$ cat config.mk
export PLATFORM = sky130hd
export DESIGN_NAME = spi_diag_slave_port
export DESIGN_NICKNAME = d
export VERILOG_FILES = /design/src/sdsp_pkg.sv /design/src/spi_diag_slave_port.sv /design/src/sdsp_ctrl_mem.sv
export VERILOG_INCLUDE_DIRS = /design/src
export SDC_FILE = /design/constraint.sdc
export NUM_CORES = 1
export LEC_CHECK = 0
export BUFFER_PORTS_ARGS = -buffer_cell sky130_fd_sc_hd__buf_2
export CAP_MARGIN = 40
export CORE_UTILIZATION = 50
export CTS_BUF_LIST = sky130_fd_sc_hd__clkbuf_8 sky130_fd_sc_hd__clkbuf_16
export DETAILED_ROUTE_END_ITERATION = 16
export HOLD_SLACK_MARGIN = 0.06
export PLACE_DENSITY = 0.7
export SLEW_MARGIN = 20
export SYNTH_ARGS = -nofsm -noshare
export SYNTH_HDL_FRONTEND = slang
export SYNTH_SLANG_ARGS = --single-unit
$ cat constraint.sdc
create_clock -name sys_clk -period 2.53 [get_ports sys_clk]
set_clock_uncertainty 0.1 [all_clocks]
set_input_delay 0.1265 -clock sys_clk [delete_from_list [all_inputs] [get_ports sys_clk]]
set_output_delay 0.1265 -clock sys_clk [all_outputs]
set_load 0.005 [all_outputs]
$ cat src/sdsp_params.svh
// Offsets, field positions, reset values and timing counts of the diagnostic SPI slave port
`ifndef SDSP_PARAMS_SVH
`define SDSP_PARAMS_SVH

// Clock and timing
`define SDSP_CLK_PERIOD_NS 10
`define SDSP_SET_TIME_NS 10000
`define SDSP_WAIT_W 12

// Frame geometry
`define SDSP_CNT_W 7
`define SDSP_CNT_MAX 7'h7f
`define SDSP_BYTE_BITS 7'h08
`define SDSP_FRAME_BITS 7'h10

// Address byte fields
`define SDSP_ADDR_OP_BIT 7
`define SDSP_ADDR_REG_HI 6
`define SDSP_ADDR_REG_LO 2
`define SDSP_ADDR_TOKEN_BIT 1
`define SDSP_ADDR_LSB_BIT 0

// Register map, register index in address bits 6..2
`define SDSP_CTRL_COUNT 5'h0c
`define SDSP_REG_GSTAT 5'h10
`define SDSP_REG_OPEN_LOAD 5'h11
`define SDSP_REG_OVER_CURRENT 5'h12

// Global status reset value: all bits low, including the negated-reset bit
`define SDSP_GSTAT_RESET 8'h00
`define SDSP_CTRL_RESET 8'h00

`endif

$ cat src/sdsp_pkg.sv
// Types of the diagnostic SPI slave port
package sdsp_pkg;

	// Frame sequencer states
	typedef enum logic [2:0] {
		SDSP_ST_WAIT = 3'b001,
		SDSP_ST_IDLE = 3'b010,
		SDSP_ST_FRAME = 3'b100
	} sdsp_state_t;

	// Global fault summary byte, bit 7 down to bit 0
	typedef struct packed {
		logic spi_err_bit;
		logic load_fault_bit;
		logic supply_low_bit;
		logic supply_high_bit;
		logic reset_seen_n_bit;
		logic thermal_shutdown_bit;
		logic thermal_prewarning_bit;
		logic spare_bit;
	} sdsp_gstat_t;

	// Fault events from the power stage, same clock domain
	typedef struct packed {
		logic [7:0] open_load;
		logic [7:0] over_current;
		logic supply_low;
		logic supply_high;
		logic thermal_shutdown;
		logic thermal_prewarning;
	} sdsp_fault_ev_t;

	// Control register write towards the power stage
	typedef struct packed {
		logic valid;
		logic [3:0] addr;
		logic [7:0] data;
	} sdsp_ctrl_wr_t;

endpackage

$ cat src/spi_diag_slave_port.sv
// SPI slave port with in-frame response, global fault summary and protocol error checks
//
// Function
// - Receive a 16-bit control word serially on the data input, clocked by the master.
// - Shift the addressed register's contents out within the same frame.
// - A frame begins at chip select low and lasts while it stays low.
// - Decode and execute the received word only after chip select rises.
// - Release the serial output to high impedance when chip select rises.
// - Capture the data input on every falling serial clock edge.
// - Shift the next output bit on every rising serial clock edge.
// - Write, clear and read registers only as whole bytes.
// - Never clear configuration or status bits without a master command.
// - Ignore frames until the set time after the enable pin rises.
// - Before the first rising clock, drive output as fault flag OR data input.
// - Set the fault flag on any fault and after power-on reset.
// - Accept zero-clock frames without flagging a protocol error.
// - Shift out the global fault summary byte during the first eight clocks.
// - Fault flag is OR of summary faults and the inverted reset-seen bit.
// - Load fault bit is OR of all open load and overcurrent flags.
// - Reset-seen bit reads 0 after reset, so the fault flag reads 1.
// - Protocol error is summary bit 7, reported in the following frame.
// - Error when the clock count is neither 0 nor a multiple of 8 from 16 to 120.
// - Error when a command targets an unused register address.
// - Error when the address byte's least significant bit is not 1.
// - Error when the last-address token, address bit 1, is not 1.
// - Error when the serial clock is high at either chip select edge.
// - Address bit 7 selects read only, or write / read-and-clear.
// - Address bits 6..2 select the register; data byte LSB set by master.
// - Ignore a clear request if a new fault hits that status register mid-frame.
`timescale 1ns/10ps
`default_nettype none
`include "sdsp_params.svh"

module spi_diag_slave_port (
	input wire logic sys_clk,
	input wire logic reset_n,
	input wire logic sclk,
	input wire logic chip_select_n,
	input wire logic sdi,
	input wire logic enable,
	input wire sdsp_pkg::sdsp_fault_ev_t fault_ev,
	output logic sdo,
	output logic sdo_oe,
	output sdsp_pkg::sdsp_ctrl_wr_t ctrl_wr,
	output sdsp_pkg::sdsp_gstat_t gstat
);
	import sdsp_pkg::*;

	localparam int SET_CYCLES = (`SDSP_SET_TIME_NS + `SDSP_CLK_PERIOD_NS - 1) / `SDSP_CLK_PERIOD_NS;

	// Synchronisers: stage 1 feeds stage 2 only, stage 3 is for edge detection
	logic [3:0] s1_ff, s2_ff, s3_ff;
	always_ff @(posedge sys_clk or negedge reset_n)
	begin
		if (!reset_n)
			{s3_ff, s2_ff, s1_ff} <= 12'haaa; // Idle levels, clock low, so no false edge after reset
		else
			{s3_ff, s2_ff, s1_ff} <= {s2_ff, s1_ff, enable, sdi, chip_select_n, sclk};
	end

	logic sclk_s, cs_n_s, sdi_s, en_s, sclk_rise, sclk_fall, cs_fall, cs_rise;
	assign sclk_s = s2_ff[0];
	assign cs_n_s = s2_ff[1];
	assign sdi_s = s2_ff[2];
	assign en_s = s2_ff[3];
	assign sclk_rise = sclk_s & ~s3_ff[0];
	assign sclk_fall = ~sclk_s & s3_ff[0];
	assign cs_fall = ~cs_n_s & s3_ff[1];
	assign cs_rise = cs_n_s & ~s3_ff[1];

	// Frame state
	sdsp_state_t state_ff, nxt_state;
	logic [`SDSP_WAIT_W-1:0] wait_ff, nxt_wait;
	logic [`SDSP_CNT_W-1:0] nfall_ff, nxt_nfall, nrise_ff, nxt_nrise;
	logic [15:0] in_sr_ff, nxt_in_sr;
	logic [7:0] addr_ff, nxt_addr, snap_ff, nxt_snap;
	logic pol_err_ff, nxt_pol_err, sdo_ff, nxt_sdo, sdo_oe_ff, nxt_sdo_oe;
	logic [2:0] new_ff, nxt_new;

	// Status and control storage
	sdsp_gstat_t gstat_ff, nxt_gstat;
	logic [7:0] ol_ff, nxt_ol, oc_ff, nxt_oc;
	sdsp_ctrl_wr_t wr_ff, nxt_wr;
	logic [7:0] mem_rd;

	// Decode of the captured address byte
	logic [4:0] reg_idx;
	logic is_ctrl, is_stat, addr_bad, count_bad, frame_err, frame_ok, exec;
	logic any_fault_flag, clr_gst, clr_ol, clr_oc, out_bit;
	logic [7:0] resp;
	assign reg_idx = addr_ff[`SDSP_ADDR_REG_HI:`SDSP_ADDR_REG_LO];
	assign is_ctrl = reg_idx < `SDSP_CTRL_COUNT;
	assign is_stat = (reg_idx == `SDSP_REG_GSTAT) || (reg_idx == `SDSP_REG_OPEN_LOAD)
		|| (reg_idx == `SDSP_REG_OVER_CURRENT);
	// Unused address, stuck-low LSB and missing token all count as one error
	assign addr_bad = (!is_ctrl && !is_stat)
		|| !addr_ff[`SDSP_ADDR_LSB_BIT]
		|| !addr_ff[`SDSP_ADDR_TOKEN_BIT];
	assign count_bad = (nfall_ff != 7'h00)
		&& ((nfall_ff < `SDSP_FRAME_BITS) || (nfall_ff[2:0] != 3'h0) || (nfall_ff == `SDSP_CNT_MAX));
	assign frame_err = cs_rise && (state_ff == SDSP_ST_FRAME) && (pol_err_ff || sclk_s || count_bad
		|| ((nfall_ff >= `SDSP_BYTE_BITS) && addr_bad));
	// Only an exact two-byte frame is executed, so partial bytes never act
	assign frame_ok = cs_rise && !frame_err && (nfall_ff == `SDSP_FRAME_BITS);
	assign exec = (state_ff == SDSP_ST_FRAME) && en_s && frame_ok && addr_ff[`SDSP_ADDR_OP_BIT];
	// A fault that lands in the target during the frame cancels the clear
	assign clr_gst = exec && (reg_idx == `SDSP_REG_GSTAT) && !new_ff[0];
	assign clr_ol = exec && (reg_idx == `SDSP_REG_OPEN_LOAD) && !new_ff[1];
	assign clr_oc = exec && (reg_idx == `SDSP_REG_OVER_CURRENT) && !new_ff[2];

	// Fault flag: every summary fault plus the inverted reset-seen bit
	assign any_fault_flag = gstat_ff.spi_err_bit | gstat_ff.load_fault_bit | gstat_ff.supply_low_bit
		| gstat_ff.supply_high_bit | ~gstat_ff.reset_seen_n_bit | gstat_ff.thermal_shutdown_bit
		| gstat_ff.thermal_prewarning_bit;

	// In-frame response: live contents, so a mid-frame fault shows in the data byte
	always_comb
	begin
		resp = mem_rd;
		if (reg_idx == `SDSP_REG_GSTAT)
			resp = gstat_ff;
		else if (reg_idx == `SDSP_REG_OPEN_LOAD)
			resp = ol_ff;
		else if (reg_idx == `SDSP_REG_OVER_CURRENT)
			resp = oc_ff;
		else if (!is_ctrl)
			resp = 8'h00;
	end

	// Bit order is LSB first: summary byte, then the response byte
	always_comb
	begin
		out_bit = 1'b0;
		if (nrise_ff < `SDSP_BYTE_BITS)
			out_bit = snap_ff[nrise_ff[2:0]];
		else if (nrise_ff < `SDSP_FRAME_BITS)
			out_bit = resp[nrise_ff[2:0]];
	end

	// Frame sequencer
	always_comb
	begin
		nxt_state = state_ff;
		nxt_wait = wait_ff;
		nxt_nfall = nfall_ff;
		nxt_nrise = nrise_ff;
		nxt_in_sr = in_sr_ff;
		nxt_addr = addr_ff;
		nxt_snap = snap_ff;
		nxt_pol_err = pol_err_ff;
		nxt_sdo = sdo_ff;
		nxt_sdo_oe = sdo_oe_ff;
		nxt_new = new_ff;
		unique case (state_ff)
			SDSP_ST_WAIT:
			begin
				nxt_sdo_oe = 1'b0;
				if (!en_s)
					nxt_wait = '0;
				else if (wait_ff >= (`SDSP_WAIT_W)'(SET_CYCLES - 1))
					nxt_state = SDSP_ST_IDLE;
				else
					nxt_wait = wait_ff + 1'b1;
			end
			SDSP_ST_IDLE:
			begin
				if (!en_s)
				begin
					nxt_state = SDSP_ST_WAIT;
					nxt_wait = '0;
				end
				else if (cs_fall)
				begin
					nxt_state = SDSP_ST_FRAME;
					nxt_nfall = '0;
					nxt_nrise = '0;
					nxt_pol_err = sclk_s;
					nxt_snap = gstat_ff;
					nxt_new = 3'h0;
					nxt_sdo_oe = 1'b1;
					nxt_sdo = any_fault_flag | sdi_s;
				end
			end
			SDSP_ST_FRAME:
			begin
				// New faults per status target, for the clear guard
				nxt_new = new_ff | {|fault_ev.over_current, |fault_ev.open_load,
					|{fault_ev.open_load, fault_ev.over_current, fault_ev.supply_low,
					fault_ev.supply_high, fault_ev.thermal_shutdown, fault_ev.thermal_prewarning}};
				if (cs_rise || !en_s)
				begin
					nxt_state = en_s ? SDSP_ST_IDLE : SDSP_ST_WAIT;
					nxt_wait = '0;
					nxt_sdo_oe = 1'b0;
					nxt_sdo = 1'b0;
				end
				else if (sclk_fall)
				begin
					nxt_in_sr = {sdi_s, in_sr_ff[15:1]};
					if (nfall_ff != `SDSP_CNT_MAX)
						nxt_nfall = nfall_ff + 1'b1;
				end
				else if (sclk_rise)
				begin
					nxt_sdo = out_bit;
					if (nrise_ff != `SDSP_CNT_MAX)
						nxt_nrise = nrise_ff + 1'b1;
				end
				else if (nrise_ff == '0)
					nxt_sdo = any_fault_flag | sdi_s;
				// Address byte is complete after the eighth falling edge
				if (!sclk_fall && (nfall_ff == `SDSP_BYTE_BITS))
					nxt_addr = in_sr_ff[15:8];
			end
			default:
			begin
				nxt_state = SDSP_ST_WAIT;
				nxt_sdo_oe = 1'b0;
			end
		endcase
	end

	// Status bits: the event sets, only a master clear resets, and set wins
	always_comb
	begin
		nxt_ol = (clr_ol ? 8'h00 : ol_ff) | fault_ev.open_load;
		nxt_oc = (clr_oc ? 8'h00 : oc_ff) | fault_ev.over_current;
		nxt_gstat = clr_gst ? `SDSP_GSTAT_RESET : gstat_ff;
		nxt_gstat.reset_seen_n_bit = gstat_ff.reset_seen_n_bit | clr_gst;
		nxt_gstat.spi_err_bit = nxt_gstat.spi_err_bit | frame_err;
		nxt_gstat.supply_low_bit = nxt_gstat.supply_low_bit | fault_ev.supply_low;
		nxt_gstat.supply_high_bit = nxt_gstat.supply_high_bit | fault_ev.supply_high;
		nxt_gstat.thermal_shutdown_bit = nxt_gstat.thermal_shutdown_bit | fault_ev.thermal_shutdown;
		nxt_gstat.thermal_prewarning_bit = nxt_gstat.thermal_prewarning_bit | fault_ev.thermal_prewarning;
		nxt_gstat.load_fault_bit = |{nxt_ol, nxt_oc};
		nxt_gstat.spare_bit = 1'b0;
		nxt_wr.valid = exec && is_ctrl;
		nxt_wr.addr = reg_idx[3:0];
		nxt_wr.data = in_sr_ff[15:8];
	end

	// Register stage for sequencer, status and outputs
	always_ff @(posedge sys_clk or negedge reset_n)
	begin
		if (!reset_n)
		begin
			state_ff <= SDSP_ST_WAIT;
			wait_ff <= '0;
			nfall_ff <= '0;
			nrise_ff <= '0;
			in_sr_ff <= 16'h0000;
			addr_ff <= 8'h00;
			snap_ff <= `SDSP_GSTAT_RESET;
			pol_err_ff <= 1'b0;
			sdo_ff <= 1'b0;
			sdo_oe_ff <= 1'b0;
			new_ff <= 3'h0;
			gstat_ff <= `SDSP_GSTAT_RESET;
			ol_ff <= 8'h00;
			oc_ff <= 8'h00;
			wr_ff <= '0;
		end
		else
		begin
			state_ff <= nxt_state;
			wait_ff <= nxt_wait;
			nfall_ff <= nxt_nfall;
			nrise_ff <= nxt_nrise;
			in_sr_ff <= nxt_in_sr;
			addr_ff <= nxt_addr;
			snap_ff <= nxt_snap;
			pol_err_ff <= nxt_pol_err;
			sdo_ff <= nxt_sdo;
			sdo_oe_ff <= nxt_sdo_oe;
			new_ff <= nxt_new;
			gstat_ff <= nxt_gstat;
			ol_ff <= nxt_ol;
			oc_ff <= nxt_oc;
			wr_ff <= nxt_wr;
		end
	end

	// Control registers; read data lag one cycle, well inside half an SPI clock
	sdsp_ctrl_mem u_ctrl_mem (
		.sys_clk(sys_clk),
		.reset_n(reset_n),
		.wr_en(nxt_wr.valid),
		.wr_addr(reg_idx[3:0]),
		.wr_data(in_sr_ff[15:8]),
		.rd_addr(reg_idx[3:0]),
		.rd_data_ff(mem_rd)
	);

	assign sdo = sdo_ff;
	assign sdo_oe = sdo_oe_ff;
	assign ctrl_wr = wr_ff;
	assign gstat = gstat_ff;
endmodule // spi_diag_slave_port
`default_nettype wire

$ cat src/sdsp_ctrl_mem.sv
// Control register storage with registered read data
`timescale 1ns/10ps
`default_nettype none
`include "sdsp_params.svh"

module sdsp_ctrl_mem (
	input wire logic sys_clk,
	input wire logic reset_n,
	input wire logic wr_en,
	input wire logic [3:0] wr_addr,
	input wire logic [7:0] wr_data,
	input wire logic [3:0] rd_addr,
	output logic [7:0] rd_data_ff
);
	logic [7:0] entry_ff [0:15];
	logic [7:0] nxt_rd_data;

	// Each entry resets to a known value so the outputs start from a defined state
	genvar gi;
	generate
		for (gi = 0; gi < 16; gi++)
		begin : g_entry
			logic [7:0] nxt_entry;
			always_comb
			begin
				nxt_entry = entry_ff[gi];
				if (wr_en && (wr_addr == 4'(gi)))
					nxt_entry = wr_data;
			end
			always_ff @(posedge sys_clk or negedge reset_n)
			begin
				if (!reset_n)
					entry_ff[gi] <= `SDSP_CTRL_RESET;
				else
					entry_ff[gi] <= nxt_entry;
			end
		end
	endgenerate

	// Read port
	always_comb
	begin
		nxt_rd_data = entry_ff[rd_addr];
	end

	always_ff @(posedge sys_clk or negedge reset_n)
	begin
		if (!reset_n)
			rd_data_ff <= `SDSP_CTRL_RESET;
		else
			rd_data_ff <= nxt_rd_data;
	end
endmodule // sdsp_ctrl_mem
`default_nettype wire

-- Word level (Yosys, flattened, before mapping)
Cells that the tools add are included.
- register bits: 248
- latch bits: 0
- RAM bits: 0
- bits in read-only memories: 0
- logic and storage cells: 250
- memories: 0
- add/subtract/negate cells: 3
- multipliers: 0
- divide/modulo/power cells: 0
- magnitude comparators: 8
- equality and inequality tests: 42
- shift operators: 0
- multiplexer cells: 53
- bitwise logic cells: 27
- reduce and logical (&&, ||, !) cells: 74
- operator list (kind ; number):
    8-bit 2-to-1 mux ; 9
    7-bit 2-to-1 mux ; 9
    12-bit 2-to-1 mux ; 4
    12-bit one-hot mux with 3 select lines ; 1
    1-bit logical AND ; 34
    8-bit binary-select mux with 4-bit select ; 1
    4-bit equality test (second input constant) ; 8
    7-bit one-hot mux with 2 select lines ; 2
    3-bit 2-to-1 mux ; 7
    20-bit OR reduction ; 1
    2-bit != test (second input constant) ; 9
    4-bit by 3-bit equality test with 1-bit output (second input constant) ; 4
    8-bit OR ; 2
    16-bit OR reduction ; 1
    8-bit OR reduction ; 2
    5-bit equality test (second input constant) ; 3
    7-bit by 1-bit adder with 7-bit output (second input constant) ; 2
    7-bit by 5-bit < comparator with 1-bit output (second input constant) ; 2
    7-bit != test (second input constant) ; 2
    1-bit 2-to-1 mux ; 13
    1-bit OR ; 13
    12-bit by 1-bit adder with 12-bit output (second input constant) ; 1
    12-bit by 10-bit greater-or-equal comparator with 1-bit output (second input constant) ; 1
    3-bit AND reduction ; 4
    other kinds (38) ; 72

-- Longest topological paths before layout
Gate-level depths: netlist of the first run.
- depth in word-level cells: 20
- depth in mapped cells: 9
- gate-level depth less buffers: 8

-- By module
Synthesis of the first run repeated with hierarchy kept, for this count alone.
- cells, all modules: 817
- area total of the unflattened synthesis: 10737.8 µm²
- by module, submodules not included (module ; times used ; cells an instance ; area each (µm²) ; sequential area each (µm²)):
    sdsp_ctrl_mem ; 1 ; 372 ; 5990.7 ; 3403.3
    spi_diag_slave_port ; 1 ; 445 ; 4747.1 ; 2610.0

-- Worst setup path after synthesis of the first run
Ideal clock, no wire load.
- path kind: flip-flop to flip-flop
- from: register nfall_ff[0]
- to: register u_ctrl_mem.entry_ff[68] (netlist name)
- arrival time: 2.589 ns
- required time: 2.302 ns
- slack: -0.286 ns
- stages on the path, launching flop included: 9
- buffers on the path: 0
- period minus slack after synthesis: 2.816 ns
- cells stage by stage: dfrtp_1 > inv_1 > ha_1 > or4b_1 > nor4_4 > o211ai_4 > nor4b_4 > nand3_4 > mux2_1
- cells in the longest elaborated chain, start to end: 14
- elaborated cells on any way between the ends: 20
- RTL lines (what ; RTL line ; text):
    start: declaration ; spi_diag_slave_port.sv:74 ; logic [`SDSP_CNT_W-1:0] nfall_ff, nxt_nfall, nrise_ff, nxt_nrise;
    start signal: assignment ; spi_diag_slave_port.sv:267 ; nfall_ff <= nxt_nfall;
    7-bit by 5-bit < comparator with 1-bit output (no line) / 3-bit nonzero test (equally long branches) ; -- ;
    1-bit logical OR (2 in a row) ; spi_diag_slave_port.sv:100 ; && ((nfall_ff < `SDSP_FRAME_BITS) || (nfall_ff[2:0] != 3'h0) || (nfall_ff == `SDSP_CNT_MAX));
    1-bit logical AND ; spi_diag_slave_port.sv:99 ; assign count_bad = (nfall_ff != 7'h00)
    1-bit logical OR (2 in a row) ; spi_diag_slave_port.sv:101 ; assign frame_err = cs_rise && (state_ff == SDSP_ST_FRAME) && (pol_err_ff || sclk_s || count_bad
    1-bit logical AND ; spi_diag_slave_port.sv:101 ;
    1-bit logical NOT ; spi_diag_slave_port.sv:104 ; assign frame_ok = cs_rise && !frame_err && (nfall_ff == `SDSP_FRAME_BITS);
    1-bit logical AND ; spi_diag_slave_port.sv:104 ;
    1-bit logical AND (*) ; spi_diag_slave_port.sv:104 ;
    1-bit logical AND (*) (2 in a row) ; spi_diag_slave_port.sv:105 ; assign exec = (state_ff == SDSP_ST_FRAME) && en_s && frame_ok && addr_ff[`SDSP_ADDR_OP_BIT];
    1-bit logical AND (*) ; spi_diag_slave_port.sv:237 ; nxt_wr.valid = exec && is_ctrl;
    1-bit logical AND (*) ; sdsp_ctrl_mem.sv:27 ; if (wr_en && (wr_addr == 4'(gi)))
    end signal: indexed assignment ; sdsp_ctrl_mem.sv:33 ; entry_ff[gi] <= `SDSP_CTRL_RESET;
    end signal: indexed assignment ; sdsp_ctrl_mem.sv:35 ; entry_ff[gi] <= nxt_entry;
    end: declaration ; sdsp_ctrl_mem.sv:15 ; logic [7:0] entry_ff [0:15];
Every way passes the cells marked *; elsewhere a longest branch is shown, timed or not.
A chain may end at the register's enable or synchronous reset.

-- Worst setup path after layout of the first run
- from: register nfall_ff[1]
- to: register u_ctrl_mem.entry_ff[103] (netlist name)
The elaborated chain is that of the path after synthesis.

==> results of run 1 <==
where the power goes:
group	switching [µW]	internal [µW]
clock	1490	2150
combinational	114	69.4
sequential	8.95	3850
flip-flops by register name, indices dropped and copies added, names as in the netlist, 7 cells and up:
name	count
addr_ff	8
ctrl_wr	13
gstat	7
in_sr_ff	8
nfall_ff	7
nrise_ff	7
oc_ff	8
ol_ff	8
snap_ff	7
u_ctrl_mem.entry_ff	128
u_ctrl_mem.rd_data_ff	8
wait_ff	12
worst paths after layout:
| path | startpoint | endpoint | slack [ns] |
|---|---|---|---|
| setup reg to reg | nfall_ff[1] | u_ctrl_mem.entry_ff[103] | -0.29 |
| hold / removal | reset_n | wait_ff[11] | 0.06 |
| max in group asynchronous | reset_n | u_ctrl_mem.entry_ff[46] | 1.47 |
| hold reg to reg | s1_ff[1] | s2_ff[1] | 0.25 |
| min in group sys_clk | enable | s1_ff[3] | 0.14 |
| setup / recovery | nfall_ff[1] | u_ctrl_mem.entry_ff[103] | -0.29 |
repair_timing:
item / 4_1_cts / 5_1_grt
setup endpoints to repair: 120 / 130
pin swaps: 3 / 1
buffers inserted: 2 / 6
gates resized for setup: 13 / 19
hold buffers: 25 / 0
endpoints found under the hold margin: 267 / 0
worst max-delay path, stage by stage (launching register included):
cell and delay [ns]:
dfrtp_1 0.41, inv_2 0.09, ha_4 0.12, or4b_4 0.46
nor4_4 0.30, o211ai_4 0.21, buf_6 0.17, nor4_4 0.19
nand3_1 0.16, buf_6 0.19, mux2_2 0.28
Yosys cell counts, types with 4 or more instances:
cell | n | area [µm²]
nand4_1 | 7 | 43.8
mux4_2 | 41 | 923
dfrtp_1 | 234 | 5860
clkbuf_1 | 61 | 229
nand2_1 | 33 | 124
a21o_1 | 20 | 150
a21oi_1 | 22 | 110
ha_1 | 5 | 62.6
xor2_1 | 8 | 70.1
mux2_1 | 5 | 56.3
nor4_1 | 12 | 75.1
and2_1 | 4 | 25.0
mux2_2 | 116 | 1310
a211oi_1 | 6 | 45.0
a311oi_1 | 4 | 35.0
inv_1 | 10 | 37.5
dfstp_2 | 6 | 158
nor3_1 | 4 | 20.0
nor2_1 | 34 | 128
mux2i_1 | 9 | 90.1
and3_1 | 5 | 31.3
nand2b_1 | 10 | 62.6
o21ai_0 | 14 | 70.1
nor2b_1 | 8 | 50.1
nand3_1 | 14 | 70.1
final cells by class:
class                           instances  area share (%)
Multi-Input combinational cell        446            34.7
Clock inverter                         16            1.03
Clock buffer                           30            5.50
Sequential cell                       240            47.7
Tap cell                              270            2.68
Timing Repair Buffer                  131            8.14
Inverter                               10           0.298
metal layers:
| metal | vias up | routed length [µm] |
|---|---|---|
| li1 | 2977 | - |
| met1 | 3465 | 10200 |
| met2 | 182 | 11900 |
| met3 | 50 | 1010 |
| met4 | 0 | 831 |
| met5 | - | 0 |
per-stage QoR:
stage	instance area (µm²)	power [µW]	hold slack [ns]	TNS (ns)
2_1_floorplan	10500	3960	-0.269	-12.12
3_3_place_gp	11300	4080	0.0218	-18.18
3_5_place_dp	11300	4090	0.0311	-26.30
4_1_cts	12400	7740	0.0761	-20.67
5_1_grt	12600	7920	0.112	-39.92
6_report	12600	7690	0.0605	-26.66
logic make-up (layout without fill, tap and decap cells):
kind of cell | Yosys count | after routing | synth area share, %
compound gates | 100 | 100 | 6.76
mux | 171 | 171 | 22.7
flops | 240 | 240 | 57.3
buf+inv | 77 | 187 | 2.83
xor+xnor | 10 | 10 | 0.835
other cells | 1 | 1 | 0.0358
simple gates | 158 | 158 | 8.86
fa+ha+maj | 6 | 6 | 0.692
==> metrics.yaml, run 1 <==
sta:
  drv_slew: 0
  period_share_pct: 112
  slew_headroom_pct: 53.8
  period_minus_slack_ns: 2.82
  worst_pin_slew_ns: 0.693
  grt_setup_unrepaired: "yes"
  setup_viol: 119
  finalHoldViolations: 0
  fmaxAchievable_mhz: 354
  layout_setup_ws_ns: -0.294
power:
  power_density_nw_per_um2: 610
  leakage_uw: 0.00582
  ir_drop_v: 0.000461
yosys:
  syn_nets: 794
  synthDistinctLibCells: 72
  synthCells: 763
  ys_seq_elements: 240
  avgSynthCellArea_um2: 13.7
  ys.warnings.count: 0
  async_flop_share_pct: 100
  synth-seq-area-share_pct: 57.3
  synth-main-ff-cell: "dfrtp_1"
  synth_edf_count: 0
  syn-cell-area_um2: 10500
global_route:
  grt.busiest_layer: "met2"
  grt_use_met2_pct: 37.8
  use_met3_pct: 3.85
  gr-usage-met1_pct: 30.6
  global_route.usage.total_pct: 22.9
  grt-ovfl-total: 0
  grt_pass1_wl_mm: 38.6
  antenna_found_initial: 0
  grt_max_degree: 76
  grt_pass1_vias: 7128
placement:
  post-dp-hpwl_mm: 15.6
  io_buffers: 47
  pre_cts_ws_ns: -0.297
  dp_cells: 1064
  finalWeightedCongestion: 0.892
route:
  vias_per_cell: 5.84
  wl_per_cell_um: 20.9
  post-route-drc-count: 0
  routed_wl_mm: 23.9
  num_vias: 6674
  firstDrtPassIters: 5
  antenna_left: 0
  drtIter0Drc: 412
finish:
  multi_input_area_um2: 4370
  num-nets-final: 885
  final_cell_mix: "232 x dfrtp_1, 114 x mux2_2, 47 x buf_4"
  regArea_um2: 6020
  n_antenna_cell: 0
  fin_util_pct: 61.7
  fillers: 1531
  final_common_cell: "dfrtp_1"
  fin_cells: 1143
  drive_above_1_share_pct: 39.6
  area_growth_pct: 20.3
status:
  violations: "negative setup slack"
  status: "finished with violations"
die:
  floorplan.initialDensity_pct: 51.3
  die_area_um2: 21600
  die_y_um: 147
  ioPinCount: 49
  rows: 52
  fp.dieW_um: 147
  core_area_um2: 20400
setup_path:
  cp-end-kind: "flip-flop"
  required_ns: 2.83
  worstPathMaxFanout: 8
  start_kind: "flip-flop"
  path_class: "flip-flop to flip-flop"
  cp.arrival_ns: 3.13
  reg2reg_depth: 10
flow_run:
  drv_cap: 0
hold_path:
  hp-class: "input pin to asynchronous set/reset pin"
clocking:
  cts.path.max_buffers: 3
  cts_root_buffer: "clkbuf_16"
  clock_sinks: 240
  cts_tree: "done"
  htreeDepth: 1
  worst_skew_pair.late_latency_ns: 0.53
  clk_pin_slew_ns: 0.06
  numCtsBuffers: 25
Note: power is estimated with default switching activity, not from simulation.
==> run 2, diff against run 1 <==
--- a/config.mk
+++ b/config.mk
@@ -17,3 +17,4 @@
 export SYNTH_ARGS = -nofsm -noshare
 export SYNTH_HDL_FRONTEND = slang
 export SYNTH_SLANG_ARGS = --single-unit
+export TNS_END_PERCENT = 10
==> metrics.yaml, run 2 (synthesis results as in run 1) <==
status:
  status: "finished with violations"
  violations: "negative setup slack"
clocking:
  htreeDepth: 1
  worst_skew_pair.late_latency_ns: 0.52
  numCtsBuffers: 24
  cts_root_buffer: "clkbuf_16"
  cts.path.max_buffers: 3
  clk_pin_slew_ns: 0.06
  cts_tree: "done"
  clock_sinks: 240
flow_run:
  drv_cap: 0
global_route:
  global_route.usage.total_pct: 23.0
  antenna_found_initial: 0
  grt-ovfl-total: 0
  grt_pass1_vias: 7045
  grt_max_degree: 56
  grt_pass1_wl_mm: 38.9
route:
  wl_per_cell_um: 20.6
  num_vias: 6663
  drtIter0Drc: 436
  post-route-drc-count: 0
  routed_wl_mm: 23.6
  antenna_left: 0
  firstDrtPassIters: 4
  vias_per_cell: 5.80
finish:
  top_register: "u_ctrl_mem.entry_ff"
  final_common_cell: "dfrtp_1"
  fin_util_pct: 61.6
  area_growth_pct: 20.0
  final_cell_mix: "232 x dfrtp_1, 114 x mux2_2, 48 x buf_4"
  multi_input_area_um2: 4260
  largest_reg_flops: 128
  fillers: 1539
  design_area_um2: 12600
  drive_above_1_share_pct: 39.4
  n_antenna_cell: 0
  regArea_um2: 6020
  num-nets-final: 891
power:
  power_density_nw_per_um2: 612
  leakage_uw: 0.00591
  ir_drop_v: 0.000547
setup_path:
  slowest_delay_ns: 0.46
  cp-end-kind: "flip-flop"
  worstPathCellList: "inv_2 > ha_4 > or4b_4 > nor4_4 > o211ai_4 > nor4b_4 > buf_6 > nand3_4 > mux2_1"
  path_class: "flip-flop to flip-flop"
  slowest_stage: "or4b_4"
  cp.arrival_ns: 3.06
  required_ns: 2.83
  worstPathMaxFanout: 8
  start_kind: "flip-flop"
sta:
  period_minus_slack_ns: 2.76
  layout_setup_ws_ns: -0.230
  drv_slew: 0
  grt_setup_unrepaired: "yes"
  worst_pin_slew_ns: 0.814
  timing.setup.tns_ns: -17.46
  fmaxAchievable_mhz: 362
  period_share_pct: 109
  setup_viol: 118
  slew_headroom_pct: 45.0
  finalHoldViolations: 0
placement:
  placed_area_um2: 11300
  post-dp-hpwl_mm: 15.2
  finalWeightedCongestion: 0.884
  io_buffers: 47
hold_path:
  hp-class: "input pin to flip-flop"
die:
  fp.dieW_um: 147
  die_y_um: 147
  ioPinCount: 49
  floorplan.initialDensity_pct: 51.3
  die_area_um2: 21600
  rows: 52
  core_area_um2: 20400
==> run 2: stage by stage <==
stage	instances	worst slack, ns	hold WS [ns]	power [µW]
after global placement	1073	-0.223	-0.0108	4080
after floorplan	763	-0.255	-0.269	3960
after CTS	1146	-0.223	0.146	7770
after detailed placement	1073	-0.292	-0.00874	4090
after global routing	1148	-0.300	0.157	7950
final	1148	-0.230	0.151	7710
==> run 2: worst paths after layout <==
check | end | slack, ns | start | cells past startpoint
max | u_ctrl_mem.entry_ff[68] | -0.23 | nfall_ff[1] | 9
min | s1_ff[1] | 0.15 | chip_select_n | 2
max reg2reg | u_ctrl_mem.entry_ff[68] | -0.23 | nfall_ff[1] | 9
min reg2reg | s2_ff[3] | 0.26 | s1_ff[3] | 0
max in group asynchronous | oc_ff[0] | 1.21 | reset_n | 4
min in group asynchronous | u_ctrl_mem.entry_ff[82] | 0.49 | reset_n | 3
==> run 2: power breakdown <==
part           internal [µW]  total [µW]  switching (µW)  leakage [µW]
clock network           2210        3650            1450      0.000435
logic                   75.0         192             117       0.00227
registers               3850        3860            8.95       0.00321
total                   6130        7710            1570       0.00591
==> run 2: what timing repair did <==
item / 4_1_cts / 5_1_grt
hold endpoints to repair: 267 / 0
setup endpoints to repair: 119 / 129
setup buffers: 2 / 2
pin swaps: 1 / 5
gates resized for setup: 17 / 8
hold buffers: 27 / 0
==> run 2: cell type report <==
cell class / count / share of cell area (%)
clock buffer: 29 / 5.41
clock inverter: 15 / 1.13
inverter: 10 / 0.298
multi-input combinational: 446 / 33.9
sequential: 240 / 47.8
tap: 270 / 2.68
timing repair buffer: 138 / 8.81
==> run 2: per-layer routing <==
metal | part of all wire (%) | vias to the layer above | GRT usage (%)
met2 | 49 | 152 | 38.0
met3 | 3.7 | 39 | 2.61
met1 | 45 | 3481 | 32.7
li1 | - | 2991 | -
met4 | 2.4 | 0 | 5.68
met5 | 0 | - | 0
==> run 2: critical path: cells and delay by family, from the launching register on <==
kind            cells  cell delay (ns)
compound gates      1             0.20
fa+ha+maj           1             0.12
buf+inv             2             0.27
flops               1             0.39
mux                 1             0.36
simple gates        4             1.18
==> run 3, diff against run 2 <==
--- a/config.mk
+++ b/config.mk
@@ -8,11 +8,12 @@
 export LEC_CHECK = 0
 export BUFFER_PORTS_ARGS = -buffer_cell sky130_fd_sc_hd__buf_2
 export CAP_MARGIN = 40
+export CORE_MARGIN = 8
 export CORE_UTILIZATION = 50
 export CTS_BUF_LIST = sky130_fd_sc_hd__clkbuf_8 sky130_fd_sc_hd__clkbuf_16
 export DETAILED_ROUTE_END_ITERATION = 16
 export HOLD_SLACK_MARGIN = 0.06
-export PLACE_DENSITY = 0.7
+export PLACE_DENSITY_LB_ADDON = 0.08
 export SLEW_MARGIN = 20
 export SYNTH_ARGS = -nofsm -noshare
 export SYNTH_HDL_FRONTEND = slang
==> metrics.yaml, run 3 (synthesis results as in run 1) <==
setup_path:
  worstPathMaxFanout: 8
  r2r-end: "u_ctrl_mem.entry_ff[68]"
  rrSetupSlack_ns: -0.22
  start_kind: "flip-flop"
  cp-end-kind: "flip-flop"
  cp.arrival_ns: 3.06
  required_ns: 2.84
  r2r_start: "nfall_ff[0]"
  path_class: "flip-flop to flip-flop"
  reg2reg_depth: 9
route:
  wl_per_cell_um: 20.8
  antenna_left: 0
  drtIter0Drc: 307
  num_vias: 6559
  vias_per_cell: 5.71
  post-route-drc-count: 0
  routed_wl_mm: 23.9
  firstDrtPassIters: 4
placement:
  finalWeightedCongestion: 0.836
  post-dp-hpwl_mm: 15.8
  io_buffers: 47
  placed_area_um2: 11400
hold_path:
  hp-class: "input pin to asynchronous set/reset pin"
die:
  die_area_um2: 25900
  core_area_um2: 20800
  floorplan.initialDensity_pct: 50.4
  fp.dieW_um: 161
  ioPinCount: 49
  die_y_um: 161
  rows: 53
sta:
  drv_slew: 0
  grt_setup_unrepaired: "yes"
  fmaxAchievable_mhz: 364
  layout_setup_ws_ns: -0.219
  setup_viol: 119
  period_share_pct: 109
  period_minus_slack_ns: 2.75
  slew_headroom_pct: 56.6
  finalHoldViolations: 0
  worst_pin_slew_ns: 0.651
  timing.setup.tns_ns: -16.65
  fin_hold_ws_ns: 0.0656
global_route:
  antenna_found_initial: 0
  grt_pass1_vias: 7032
  global_route.usage.total_pct: 18.7
  grt-ovfl-total: 0
  grt_max_degree: 80
  grt_pass1_wl_mm: 38.8
finish:
  fillers: 1621
  design_area_um2: 12600
  final_common_cell: "dfrtp_1"
  largest_reg_flops: 128
  final_cell_mix: "232 x dfrtp_1, 115 x mux2_2, 46 x buf_2, 46 x buf_4, 41 x mux4_2"
  drive_above_1_share_pct: 39.5
  area_growth_pct: 19.7
  num-nets-final: 888
  top_register: "u_ctrl_mem.entry_ff"
  n_antenna_cell: 0
power:
  ir_drop_v: 0.000408
  power_density_nw_per_um2: 614
  clockPowerShare_pct: 47.5
  pwr-share-comb_pct: 2.3
  seq_power_share_pct: 50.1
  total_power_uw: 7710
  p_sw_share_pct: 20.7
  p_sw_uw: 1600
  leakage_uw: 0.00588
  p_int_uw: 6110
clocking:
  numCtsBuffers: 26
  cts.path.max_buffers: 3
  clock_sinks: 240
  worst_skew_pair.late_latency_ns: 0.53
  htreeDepth: 1
  clk_pin_slew_ns: 0.06
  cts_root_buffer: "clkbuf_16"
  cts_tree: "done"
status:
  violations: "negative setup slack"
  status: "finished with violations"
flow_run:
  drv_cap: 0
[run 3: changes by cell type in the layout (fill, tap and decap cells not counted), moves of 2 or more]
cell / delta
inv_1: +2
or4b_4: +2
or4b_1: -2
buf_4: -2
buf_12: +2
clkbuf_8: -3
buf_6: -3
[run 3: layout make-up]
type,instances,area (µm²),area share [%]
multi-input cells,446,4260,34.0
well taps,275,344,2.74
clock inverters,18,166,1.33
clock buffers,27,664,5.29
inverters,10,37.5,0.299
flip-flops and latches,240,6020,47.9
repair buffers,133,1060,8.46
[run 3: critical path, cell delays in order (launching register included)]
cell and delay, ns:
dfrtp_1 0.39, inv_2 0.08, ha_4 0.13, or4b_4 0.46, nor4_4 0.31, o211ai_4 0.19
nor4b_4 0.25, buf_6 0.18, nand3_4 0.16, mux2_1 0.37
[run 3: what timing repair did]
item                                    CTS  global route
hold buffers                             25             0
endpoints found under the setup margin  122           129
resized for setup                        14             9
pin swaps                                 2            21
buffers inserted                          0             2
hold endpoints to repair                268             0
[run 3: routing by layer]
| layer | GRT usage [%] | part of all wire (%) |
|---|---|---|
| met1 | 24.9 | 44 |
| met5 | 0 | 0 |
| met4 | 5.22 | 2.4 |
| met2 | 31.2 | 50 |
| met3 | 2.97 | 4.4 |
[run 3: how the worst max path moves through the flow]
stage / start / end / slack [ns] / depth (start not counted)
2_1_floorplan: nfall_ff[0] / u_ctrl_mem.entry_ff[68] / -0.26 / 8
3_3_place_gp: nfall_ff[0] / ol_ff[1] / -0.25 / 9
3_5_place_dp: nfall_ff[1] / gstat[2] / -0.28 / 8
4_1_cts: nfall_ff[1] / ol_ff[5] / -0.25 / 9
5_1_grt: nfall_ff[0] / u_ctrl_mem.entry_ff[68] / -0.34 / 9
6_report: nfall_ff[0] / u_ctrl_mem.entry_ff[68] / -0.22 / 9
[run 3: power by group through the flow]
stage,sequential [µW],combinational [µW],clock [µW]
floorplan,3930,27.8,0
global placement,3930,150,0
detailed placement,3930,155,0
CTS,3860,186,3760
global route,3860,206,3920
finish,3860,181,3660
[run 3: stage by stage]
step | util, % | setup WS (ns) | cells
2_1_floorplan | - | -0.255 | 763
3_3_place_gp | 54.6 | -0.253 | 1077
3_5_place_dp | 54.6 | -0.282 | 1077
4_1_cts | 60.1 | -0.254 | 1147
5_1_grt | 60.3 | -0.342 | 1149
6_report | 60.3 | -0.219 | 1149
